$ cat config.mk
export PLATFORM = sky130hd
export DESIGN_NAME = display_hw_reset_sequencer
export DESIGN_NICKNAME = d
export VERILOG_FILES = /design/src/reset_seq_pkg.sv /design/src/display_hw_reset_sequencer.sv
export SDC_FILE = /design/constraint.sdc
export NUM_CORES = 1
export LEC_CHECK = 0
export ABC_AREA = 0
export BUFFER_PORTS_ARGS = -buffer_cell sky130_fd_sc_hd__buf_2
export CAP_MARGIN = 20
export CORE_MARGIN = 2
export CORE_UTILIZATION = 53
export DETAILED_ROUTE_END_ITERATION = 10
export HOLD_SLACK_MARGIN = 0.06
export PLACE_DENSITY = 0.84
export SYNTH_ARGS = -nofsm -noshare
export SYNTH_HDL_FRONTEND = slang
export SYNTH_SLANG_ARGS = --single-unit
$ cat constraint.sdc
create_clock -name CORE_CLK -period 3.7 [get_ports CORE_CLK]
set_input_delay 1.11 -clock CORE_CLK [delete_from_list [all_inputs] [get_ports CORE_CLK]]
set_output_delay 1.11 -clock CORE_CLK [all_outputs]
set_load 0.02 [all_outputs]
$ cat src/reset_seq_pkg.sv
/*
 * reset_seq_pkg: timing constants and state codes for the display
 * hardware reset sequencer. Assumes a 40 MHz core clock.
 */
package reset_seq_pkg;

    localparam int CLK_PERIOD_NS = 25;

    // spike filter thresholds in microseconds
    localparam int REJECT_US = 5;
    localparam int ACCEPT_US = 9;
    // least reject window rounds down, accept point rounds up
    localparam int REJECT_CYCLES = (REJECT_US * 1000) / CLK_PERIOD_NS;
    localparam int ACCEPT_CYCLES = (ACCEPT_US * 1000 + CLK_PERIOD_NS - 1) / CLK_PERIOD_NS;

    // recovery, load and blanking times in milliseconds
    localparam int RECOVER_SLEEP_MS = 5;
    localparam int RECOVER_AWAKE_MS = 120;
    localparam int NVM_LOAD_MS = 5;
    localparam int BLANK_MAX_MS = 120;
    // longest times round down
    localparam int RECOVER_SLEEP_CYCLES = (RECOVER_SLEEP_MS * 1000000) / CLK_PERIOD_NS;
    localparam int RECOVER_AWAKE_CYCLES = (RECOVER_AWAKE_MS * 1000000) / CLK_PERIOD_NS;
    localparam int NVM_LOAD_CYCLES = (NVM_LOAD_MS * 1000000) / CLK_PERIOD_NS;
    localparam int BLANK_MAX_CYCLES = (BLANK_MAX_MS * 1000000) / CLK_PERIOD_NS;

    localparam int COUNT_W = 23;
    localparam int FILT_W = 10;

    // reset values of the stored settings
    localparam logic [7:0] COMMON_VOLTAGE_SETTING_RESET = 8'h00;

    typedef enum logic [4:0] {
        ST_RUN     = 5'b00001,
        ST_BLANK   = 5'b00010,
        ST_HOLD    = 5'b00100,
        ST_RECOVER = 5'b01000,
        ST_WAIT    = 5'b10000
    } seq_state_type;

endpackage

$ cat src/display_hw_reset_sequencer.sv
/*
 * display_hw_reset_sequencer: filters the active-low hardware reset pin,
 * blanks the panel, reloads stored settings and times the recovery.
 * Assumes CORE_CLK runs free at 40 MHz and that the non-volatile store
 * answers a load request with a data-valid pulse.
 * The pin is the only input from outside the clock domain; the sleep
 * level, blanking done flag and store handshake come from logic on the
 * same clock and are used directly. The panel blanking engine and the
 * store itself sit outside this block.
 */
`timescale 1ns/1ps
module display_hw_reset_sequencer #(
    parameter int RECOVER_SLEEP_CNT = reset_seq_pkg::RECOVER_SLEEP_CYCLES,
    parameter int RECOVER_AWAKE_CNT = reset_seq_pkg::RECOVER_AWAKE_CYCLES,
    parameter int NVM_LOAD_CNT = reset_seq_pkg::NVM_LOAD_CYCLES,
    parameter int BLANK_MAX_CNT = reset_seq_pkg::BLANK_MAX_CYCLES
) (
    input wire logic CORE_CLK,
    input wire logic SRST,
    input wire logic HW_RESET_PIN_N,
    input wire logic SLEEP_IN,
    input wire logic BLANK_DONE,
    input wire logic NVM_VALID,
    input wire logic [7:0] NVM_ID,
    input wire logic [7:0] NVM_COMMON_VOLTAGE_SETTING,
    output logic IN_RESET,
    output logic BLANK_DISPLAY,
    output logic LOAD_DEFAULTS,
    output logic NVM_LOAD_REQ,
    output logic [7:0] ID_BYTE,
    output logic [7:0] COMMON_VOLTAGE_SETTING,
    output logic CMD_READY,
    output logic WAKE_READY
);
    import reset_seq_pkg::*;

    // synchroniser stages and the settled pin level
    logic [2:0] pin_sync_q;
    logic pin_level_q;
    // spike filter: low time and high time in core cycles
    logic [FILT_W-1:0] low_cnt_q;
    logic [FILT_W-1:0] high_cnt_q;
    // filtered reset, the only form of the pin that the sequence looks at
    logic reset_req_q;
    // shared phase timer and the time since the last release
    logic [COUNT_W-1:0] tmr_q;
    logic [COUNT_W-1:0] since_rel_q;
    // settings taken from the store in this recovery
    logic loaded_q;
    seq_state_type state_q;

    // three-stage pin synchroniser; stage 0 feeds only stage 1
    // a level counts only once stages 1 and 2 agree, so a pin edge
    // caught mid-transition cannot reach the filter as a one-cycle blip
    // idle level is high so no false low follows a core reset
    always_ff @(posedge CORE_CLK) begin
        if (SRST) begin
            pin_sync_q <= 3'h7;
            pin_level_q <= 1'b1;
        end else begin
            pin_sync_q <= {pin_sync_q[1:0], HW_RESET_PIN_N};
            if (pin_sync_q[1] == pin_sync_q[2]) begin
                pin_level_q <= pin_sync_q[2];
            end
        end
    end

    // low time counted in core cycles; a low must outlast the accept point
    // the counter saturates at the accept point, so a very long low
    // cannot wrap around and look short again
    // any high sample clears it: a broken low starts over
    always_ff @(posedge CORE_CLK) begin
        if (SRST) begin
            low_cnt_q <= '0;
        end else if (pin_level_q) begin
            low_cnt_q <= '0;
        end else if (low_cnt_q != FILT_W'(ACCEPT_CYCLES)) begin
            low_cnt_q <= low_cnt_q + FILT_W'(1);
        end
    end

    // high time inside a held reset; short highs do not end it
    // counts only while a reset is held, so normal idle highs cost nothing
    // a low sample clears it, so a release must be one unbroken high
    // highs use the 5us reject window, lows the longer 9us accept point, so the two edges differ
    always_ff @(posedge CORE_CLK) begin
        if (SRST) begin
            high_cnt_q <= '0;
        end else if (!pin_level_q || !reset_req_q) begin
            high_cnt_q <= '0;
        end else if (high_cnt_q != FILT_W'(REJECT_CYCLES)) begin
            high_cnt_q <= high_cnt_q + FILT_W'(1);
        end
    end

    // filtered reset request: set after 9us low, cleared after 5us steady high
    // the 5..9us band is treated as not yet a reset, which the rules allow
    // trade-off: a late accept costs a few microseconds of response but
    // keeps long electrostatic spikes from ever starting the sequence
    // set wins over clear; both cannot be true in one cycle anyway
    always_ff @(posedge CORE_CLK) begin
        if (SRST) begin
            reset_req_q <= 1'b0;
        end else if (low_cnt_q == FILT_W'(ACCEPT_CYCLES)) begin
            reset_req_q <= 1'b1;
        end else if (high_cnt_q == FILT_W'(REJECT_CYCLES)) begin
            reset_req_q <= 1'b0;
        end
    end

    // sequence: blank (awake resets only), hold, reload, then wait out the recovery time
    // the blanking phase runs before hold and is not part of the
    // recovery time; recovery starts when hold sees the filtered pin high
    // a new reset during reload or wait returns to hold, never to blank,
    // because the panel is already dark by then
    always_ff @(posedge CORE_CLK) begin
        if (SRST) begin
            state_q <= ST_RUN;
            tmr_q <= '0;
        end else begin
            unique case (state_q)
                // normal operation; sleep level picks the blanking path
                ST_RUN: begin
                    tmr_q <= '0;
                    if (reset_req_q) begin
                        state_q <= SLEEP_IN ? ST_HOLD : ST_BLANK;
                    end
                end
                ST_BLANK: begin
                    tmr_q <= tmr_q + COUNT_W'(1);
                    // panel may finish early; cap at the longest blanking time
                    if (BLANK_DONE || tmr_q >= COUNT_W'(BLANK_MAX_CNT - 1)) begin
                        state_q <= ST_HOLD;
                    end
                end
                // defaults applied; waits for the filtered release
                ST_HOLD: begin
                    tmr_q <= '0;
                    if (!reset_req_q) begin
                        state_q <= ST_RECOVER;
                    end
                end
                // reload from the store; the timer keeps running into wait
                // so load time counts against the recovery limit
                ST_RECOVER: begin
                    tmr_q <= tmr_q + COUNT_W'(1);
                    if (reset_req_q) begin
                        state_q <= ST_HOLD;
                    end else if (loaded_q || tmr_q >= COUNT_W'(NVM_LOAD_CNT - 1)) begin
                        state_q <= ST_WAIT;
                    end
                end
                // rest of the recovery time, measured from release
                ST_WAIT: begin
                    tmr_q <= tmr_q + COUNT_W'(1);
                    if (reset_req_q) begin
                        state_q <= ST_HOLD;
                    end else if (tmr_q >= COUNT_W'(RECOVER_SLEEP_CNT - 1)) begin
                        state_q <= ST_RUN;
                    end
                end
            endcase
        end
    end

    // settings reload; the store is trusted to answer within the load window
    // limitation: if it never answers, the old values stay and the
    // sequence moves on after the load window anyway
    // only the first valid pulse in a recovery is taken
    always_ff @(posedge CORE_CLK) begin
        if (SRST) begin
            loaded_q <= 1'b0;
            ID_BYTE <= 8'h00;
            COMMON_VOLTAGE_SETTING <= COMMON_VOLTAGE_SETTING_RESET;
        end else if (state_q != ST_RECOVER) begin
            loaded_q <= 1'b0;
        end else if (NVM_VALID && !loaded_q) begin
            loaded_q <= 1'b1;
            ID_BYTE <= NVM_ID;
            COMMON_VOLTAGE_SETTING <= NVM_COMMON_VOLTAGE_SETTING;
        end
    end

    // time since release, used for the host wake gate WAKE_READY only
    // held at zero while blanking or holding, so it measures from release
    // saturates at the wake limit; a core reset also restarts it
    always_ff @(posedge CORE_CLK) begin
        if (SRST) begin
            since_rel_q <= '0;
        end else if (state_q == ST_HOLD || state_q == ST_BLANK) begin
            since_rel_q <= '0;
        end else if (since_rel_q != COUNT_W'(RECOVER_AWAKE_CNT)) begin
            since_rel_q <= since_rel_q + COUNT_W'(1);
        end
    end

    // status outputs
    // IN_RESET, BLANK_DISPLAY, LOAD_DEFAULTS and CMD_READY come from the one-hot state alone,
    // so they change together on the edge that moves the state and never glitch apart
    assign IN_RESET = (state_q != ST_RUN);
    assign BLANK_DISPLAY = (state_q != ST_RUN);
    assign LOAD_DEFAULTS = (state_q == ST_HOLD);
    assign NVM_LOAD_REQ = (state_q == ST_RECOVER) && !loaded_q;
    // gates the host is expected to respect
    assign CMD_READY = (state_q == ST_RUN);
    // wake held off 120ms after every release, awake or not
    assign WAKE_READY = (state_q == ST_RUN) &&
        (since_rel_q == COUNT_W'(RECOVER_AWAKE_CNT));

endmodule

---- After elaboration in Yosys (flattened, before gate mapping) ----
Index checks and enable logic that the tools add are counted.
Widths: inputs -> output; s select.
operators by class
  $add $sub $neg .......................... 4
  order comparisons ....................... 2
  eq/ne operators ......................... 19
  mux-type cells .......................... 12
  bitwise operators ....................... 1
  reduce and logical (&&, ||, !) cells .... 19
operators by type and width
  operator               count
  $add 23x1->23 const B  2
  $pmux 23 s2            1
  $mux 5                 7
  $pmux 5 s5             1
  $eq 23x23->1 const B   1
  $ge 23x18->1 const B   1
  $ge 23x23->1 const B   1
  $ne 23x23->1 const B   1
  $add 10x1->10 const B  2
  $eq 10x8->1 const B    1
  $eq 10x9->1 const B    1
  $ne 10x8->1 const B    1
  $ne 10x9->1 const B    1
  $reduce_or 2->1        5
  $ne 3x3->1 const B     2
  $eq 5x1->1 const B     1
  $eq 5x2->1 const B     1
  $eq 5x3->1 const B     1
  $eq 5x4->1 const B     1
  $eq 5x5->1 const B     1
  $ne 5x1->1 const B     1
  $ne 5x4->1 const B     1
  $reduce_and 5->1       1
  $logic_or 1x1->1       4
  11 further kinds       17
word-level totals
  bits in registers ....................... 93
  word-level logic and storage cells ...... 68

---- Longest topological paths before layout ----
Gate-level depths: netlist (run 1).
  depth in word-level cells ............... 5
  mapped depth ............................ 8
  depth with buffers taken out ............ 8

---- Worst setup path after synthesis (run 1) ----
Ideal clock, no wire load.
  path type ............................... register to output
  start point ............................. register since_rel_q[3]
  end point ............................... output port WAKE_READY
  data arrival time ....................... 1531 ps
  required time ........................... 2590 ps
  setup slack ............................. 1059 ps
  stages on the path, launching flop included .. 5
  path buffers ............................ 0
  cell sequence ........................... dfxtp_1 -> or4_1 -> nor4_1 -> nand4_1 -> nor2_1
between the ends
  longest elaborated chain between the ends .. 2
RTL lines
  what                    line                               text
  start, declared         display_hw_reset_sequencer.sv:47   logic [COUNT_W-1:0] since_rel_q;
  start signal, assigned  display_hw_reset_sequencer.sv:193  since_rel_q <= since_rel_q + COUNT_W'(1);
  $eq 23x23->1            display_hw_reset_sequencer.sv:208  (since_rel_q == COUNT_W'(RECOVER_AWAKE_CNT));
  $logic_and 1x1->1       display_hw_reset_sequencer.sv:207  assign WAKE_READY = (state_q == ST_RUN) &&
  end, declared           display_hw_reset_sequencer.sv:33   output logic WAKE_READY
Every way passes these cells.

---- Worst setup path in the final report (run 1) ----
Ends and elaborated chain as after synthesis.

==> impl_metrics.yaml, run 1 <==
status:
  outcome: "completed"
global_routing:
  grt.total_usage_pct: 19.60
  grt_pass1_wl_mm: 13.57
  grt_pass1_vias: 3173
  gr-total-overflow: 0
  grt_antenna_before_repair: 0
  grt_start_max_net_pins: 32
place:
  dp_slack_ns: 0.9787
  port_buffers: 43
  place_area_um2: 4395
  dpl.hpwl_mm: 5.495
  gp_congestion: 0.8350
logic_synthesis:
  ys_ff_latch: 93
  yosysSeqAreaShare_pct: 45.10
  synthArstFlopShare_pct: 0
  synth_edf_count: 0
  synth_cell_types: 50
  synth-main-ff-cell: "dfxtp_1"
  syn_area_um2: 4128
  avgSynthCellArea_um2: 8.407
  syn-num-nets: 520
  synthCells: 491
  ys_warn_count: 0
route:
  routed_wirelength_mm: 8.004
  ant_nets: 0
  drt_first_iter_violations: 104
  drc: 0
  routedWlPerCell_um: 12.58
  vias: 3398
  vias_per_cell: 5.343
  first_pass_iters: 4
sta:
  drv_slew: 0
  fmax_mhz: 317.3
  final_hold_viol_count: 0
  fin_worst_skew_ns: 0.01665
  worst_slew_pin_slew_ns: 0.7308
  fin_setup_tns_ns: 0
  finalWorstSetupSlack_ns: 0.5481
  period_needed_ns: 3.152
  rsz0062_at_grt: "no"
  slew_headroom_pct: 51.28
  setup_viol: 0
  fin_crit_sh_pct: 85.19
pwr:
  clkPwrFrac_pct: 36.2
  comb_power_share_pct: 12.9
  sw_frac_of_total_pct: 26.42
  p_total_w: 0.002059
  leakage_nw: 1.701
  power_switching_w: 0.0005442
  p_seq_share_pct: 51.0
  peakVddDrop_uv: 335.8
  intPower_w: 0.001515
  power.density_nw_per_um2: 446.2
clocking:
  cts_tree: "yes"
  cts_hold_buf: 0
  clkSinkCount: 93
  cts_buffer_depth: 2
  clock_latency_ns: 0.36
  htree_levels: 3
  post_cts_buffers: 0
  cts.repair.resized: 0
  clkSlewWorstSetupHoldPaths_ns: 0.09
  cts_buffers: 9
  clockRootBuffer: "clkbuf_8"
floorplan:
  initial_core_util_pct: 53.98
  die-height_um: 92.25
  ios: 44
  core_um2: 7647
  placementRows: 32
  die_w_um: 92.25
  die_area_um2: 8510
final_layout:
  fin_area_um2: 4616
  antennaDiodeCount: 0
  nets: 559
  nFillCells: 648
  fin_util_pct: 60.36
  drive_gt1_share_pct: 13.48
  areaGrowthSynthToFinish_pct: 11.82
worst_setup_path:
  critical-path-top-delay-family: "simple AND/OR/NAND/NOR gates"
  required_ns: 2.59
  end_kind: "output port"
  slowest_delay_ns: 0.52
  crit_slowest_cell: "or4_1"
  cp-start-kind: "register"
  cp.arrival_ns: 2.04
  worst-path-buf-inv: 1
  crit_chain: "or4_1 > nor4_1 > nand4_1 > nor2_1 > buf_2"
  critPathMaxFanout: 5
  crit_type: "reg -> out"
job:
  max_cap_viol_count: 0
min_path:
  hold_path_class: "reg -> reg"
-- registers in the layout, indices dropped and copies added, names as in the netlist --
name and count:
reset_req_q 1, loaded_q 1, ID_BYTE 8, pin_sync_q 3
COMMON_VOLTAGE_SETTING 8, pin_level_q 1, high_cnt_q 10, low_cnt_q 10
since_rel_q 23, state_q 5, tmr_q 23
-- power groups by stage --
stage	Clock [W]	Combinational [W]	Sequential, W
final	0.000745	0.000265	0.00105
after floorplan	0	0.000197	0.00107
after global routing	0.000791	0.000290	0.00105
after CTS	0.000757	0.000265	0.00105
after global placement	0	0.000252	0.00107
after detailed placement	0	0.000261	0.00107
-- routing by layer --
layer	vias up	part of all wire [%]	GRT usage (%)
li1	1733	-	-
met1	1585	47	23.83
met2	62	47	33.03
met3	18	3.8	4.930
met4	0	2.2	8.209
met5	-	0	0
-- synth_stat cells (10+ instances only) --
| cell | instances | share of area [%] |
|---|---|---|
| and3_1 | 11 | 1.7 |
| nor2_1 | 83 | 7.5 |
| a21oi_1 | 29 | 3.5 |
| nand4_1 | 13 | 2.0 |
| clkbuf_1 | 12 | 1.1 |
| xor2_1 | 31 | 6.6 |
| xnor2_1 | 21 | 4.5 |
| nor3_1 | 10 | 1.2 |
| inv_1 | 14 | 1.3 |
| nand2_1 | 62 | 5.6 |
| dfxtp_1 | 93 | 45 |
| nand3_1 | 24 | 2.9 |
-- cells by family after synthesis --
family | synth area share [%]
DFF | 45.10
buffers and inverters | 3.273
adders and majority gates | 2.122
xor gates and xnor gates | 11.03
and+or+nand+nor | 28.92
AOI/OAI and AO/OA | 8.245
muxes | 1.303
-- per-stage QoR --
stage          hold WS [ns]  instances
2_1_floorplan        0.3895        491
3_3_place_gp         0.4231        621
3_5_place_dp         0.4225        621
4_1_cts              0.4564        636
5_1_grt              0.4729        636
6_report             0.4524        636
-- layout make-up --
type / instances / area (um2) / share of cell area [%]
multi-input cells: 368 / 2131 / 46.16
flip-flops and latches: 93 / 1862 / 40.34
repair buffers: 44 / 222.7 / 4.825
clock buffers: 10 / 137.6 / 2.982
well taps: 102 / 127.6 / 2.765
clock inverters: 5 / 82.58 / 1.789
inverters: 14 / 52.55 / 1.139
-- cell usage in the layout (no fill, tap or decap), types with 5 or more instances in the layout --
| cell type | netlist | final |
|---|---|---|
| nor2_1 | 83 | 83 |
| inv_1 | 14 | 14 |
| nand2b_1 | 5 | 5 |
| xor2_1 | 31 | 31 |
| a21oi_1 | 29 | 29 |
| nor3_1 | 10 | 10 |
| o21ai_0 | 6 | 6 |
| and3_1 | 11 | 11 |
| nand3_1 | 24 | 24 |
| nand3b_1 | 5 | 5 |
| or3_1 | 5 | 5 |
| clkbuf_8 | 0 | 10 |
| ha_1 | 7 | 7 |
| nand4_1 | 13 | 13 |
| xnor2_1 | 21 | 21 |
| nand2_1 | 62 | 62 |
| buf_2 | 0 | 43 |
| dfxtp_1 | 93 | 93 |
-- path summary, 6_finish.rpt --
check	start	endpoint	slack [ns]	depth (start not counted)
setup / recovery	since_rel_q[3]$_SDFFE_PP0P_	WAKE_READY	0.55	5
hold / removal	pin_sync_q[0]$_SDFF_PP1_	pin_sync_q[1]$_SDFF_PP1_	0.45	1
hold reg to reg	pin_sync_q[0]$_SDFF_PP1_	pin_sync_q[1]$_SDFF_PP1_	0.45	1
setup reg to reg	tmr_q[14]$_SDFF_PP0_	state_q[0]$_SDFFE_PP1P_	1.62	6
Power figures use the tool's default switching activity.
==> run 2: changes to the inputs <==
- CORE_MARGIN: 2 -> 3
- CORE_UTILIZATION: 53 -> 40
- PLACE_DENSITY: 0.84 -> 0.69
==> run 2 against run 1 <==
Combinational power fell by 3%. Sequential power barely moved. Routed wire length fell by 0.81%. Worst setup slack improved by 0.034 ns. Flip-flop and latch count did not move. Via count fell by 1.8%. Fmax rose by 1.1%. Critical path depth did not move. Clock skew fell by 0.0087 ns.
==> impl_metrics.yaml, run 2 (synthesized netlist as in run 1, its figures left out) <==
place:
  port_buffers: 43
  gp_congestion: 0.8927
  dpl.hpwl_mm: 5.648
  dpl.cell_count: 652
  place_area_um2: 4434
sta:
  slew_headroom_pct: 51.53
  period_needed_ns: 3.118
  worst_slew_pin_slew_ns: 0.7270
  whs_ns: 0.4219
  fin_worst_skew_ns: 0.007999
  drv_slew: 0
  fmax_mhz: 320.7
  final_hold_viol_count: 0
  setup_viol: 0
  rsz0062_at_grt: "no"
  fin_crit_sh_pct: 84.27
  fin_setup_tns_ns: 0
pwr:
  clkPwrFrac_pct: 34.2
  power_switching_w: 0.0005503
  peakVddDrop_uv: 256.6
  p_seq_share_pct: 52.9
  leakage_nw: 1.686
  sw_frac_of_total_pct: 27.75
  comb_power_share_pct: 12.9
  intPower_w: 0.001433
  power.density_nw_per_um2: 428.3
route:
  first_pass_iters: 4
  vias: 3336
  ant_nets: 0
  drt_first_iter_violations: 117
  routed_wirelength_mm: 7.939
  drc: 0
  vias_per_cell: 5.001
  routedWlPerCell_um: 11.90
clocking:
  clockRootBuffer: "clkbuf_8"
  cts_buffer_depth: 2
  clock_latency_ns: 0.36
  htree_levels: 3
  cts_buffers: 9
  post_cts_buffers: 0
  cts.repair.resized: 0
  clkSlewWorstSetupHoldPaths_ns: 0.09
  clkSinkCount: 93
  cts_hold_buf: 0
  cts_tree: "yes"
worst_setup_path:
  required_ns: 2.59
  crit_slowest_cell: "or4_1"
  slowest_delay_ns: 0.52
  cp.arrival_ns: 2.01
  crit_type: "reg -> out"
  critPathMaxFanout: 5
  r2r_slack_ns: 1.66
  cp-start-kind: "register"
  crit_chain: "or4_1 > nor4_1 > nand4_1 > nor2_1 > buf_2"
  end_kind: "output port"
min_path:
  hold_path_class: "reg -> reg"
global_routing:
  grt.total_usage_pct: 14.36
  gr-total-overflow: 0
  grt_pass1_vias: 3135
  grt_pass1_wl_mm: 13.68
  grt_start_max_net_pins: 32
  grt_antenna_before_repair: 0
final_layout:
  fin_cells: 667
  mostFrequentLayoutCell: "dfxtp_1"
  drive_gt1_share_pct: 13.48
  antennaDiodeCount: 0
  nets: 559
  mostFrequentLayoutCells: "93 x dfxtp_1, 83 x nor2_1, 62 x nand2_1, 43 x buf_2, 31 x xor2_1"
  reg_top3: "since_rel_q (23), tmr_q (23)"
  areaGrowthSynthToFinish_pct: 12.16
  fin_area_um2: 4629
floorplan:
  die_w_um: 107.6
  die_area_um2: 11570
  ios: 44
  placementRows: 36
  die-height_um: 107.6
  initial_core_util_pct: 41.65
  core_um2: 9910
status:
  outcome: "completed"
job:
  max_cap_viol_count: 0
run 2: cell count changes in the layout (fill, tap and decap cells not counted), sizes merged:
cell	change
bufinv	-1
clkbuf	-1
clkinv	-1
clkinvlp	+1
inv	+2
run 2: worst paths after layout:
kind | startpoint | endpoint | depth (start not counted)
min | pin_sync_q[0]$_SDFF_PP1_ | pin_sync_q[1]$_SDFF_PP1_ | 1
min reg2reg | pin_sync_q[0]$_SDFF_PP1_ | pin_sync_q[1]$_SDFF_PP1_ | 1
max reg2reg | tmr_q[14]$_SDFF_PP0_ | state_q[0]$_SDFFE_PP1P_ | 6
max | since_rel_q[3]$_SDFFE_PP0P_ | WAKE_READY | 5
run 2: layout make-up:
cell class | instances | area (um2)
multi-input cells | 368 | 2131
flip-flops and latches | 93 | 1862
clock inverters | 6 | 71.32
fillers | 963 | 5280
inverters | 14 | 52.55
clock buffers | 9 | 123.9
repair buffers | 44 | 222.7
well taps | 133 | 166.4
run 2: routing by layer:
layer	up-vias	track usage, %	share of wire, %
li1	1740	-	-
met1	1544	18.16	50
met2	43	23.58	46
met3	9	2.939	2.9
met4	0	6.402	1.6
met5	-	0	0
run 2: metrics by stage:
step                      power, W  worst slack, ns  util (%)
after floorplan           0.001263            1.059         -
after detailed placement  0.001329           0.9738     44.75
after global routing      0.002078           0.4618     46.72
after global placement    0.001324           0.9853     44.75
after CTS                 0.002010           0.5599     46.72
final                     0.001983           0.5819     46.72
run 2: power groups by stage:
stage,Sequential [W],Combinational [W],Clock [W]
4_1_cts,0.00105,0.000259,0.000703
5_1_grt,0.00105,0.000286,0.000737
3_5_place_dp,0.00107,0.000257,0
3_3_place_gp,0.00107,0.000254,0
2_1_floorplan,0.00107,0.000197,0
6_report,0.00105,0.000256,0.000678
run 2: worst max-delay path, delay by kind of cell (launching register included):
family                 cells  cell delay [ns]
AND/OR/NAND/NOR            4             1.13
buffers and inverters      1             0.17
flip-flops                 1             0.35
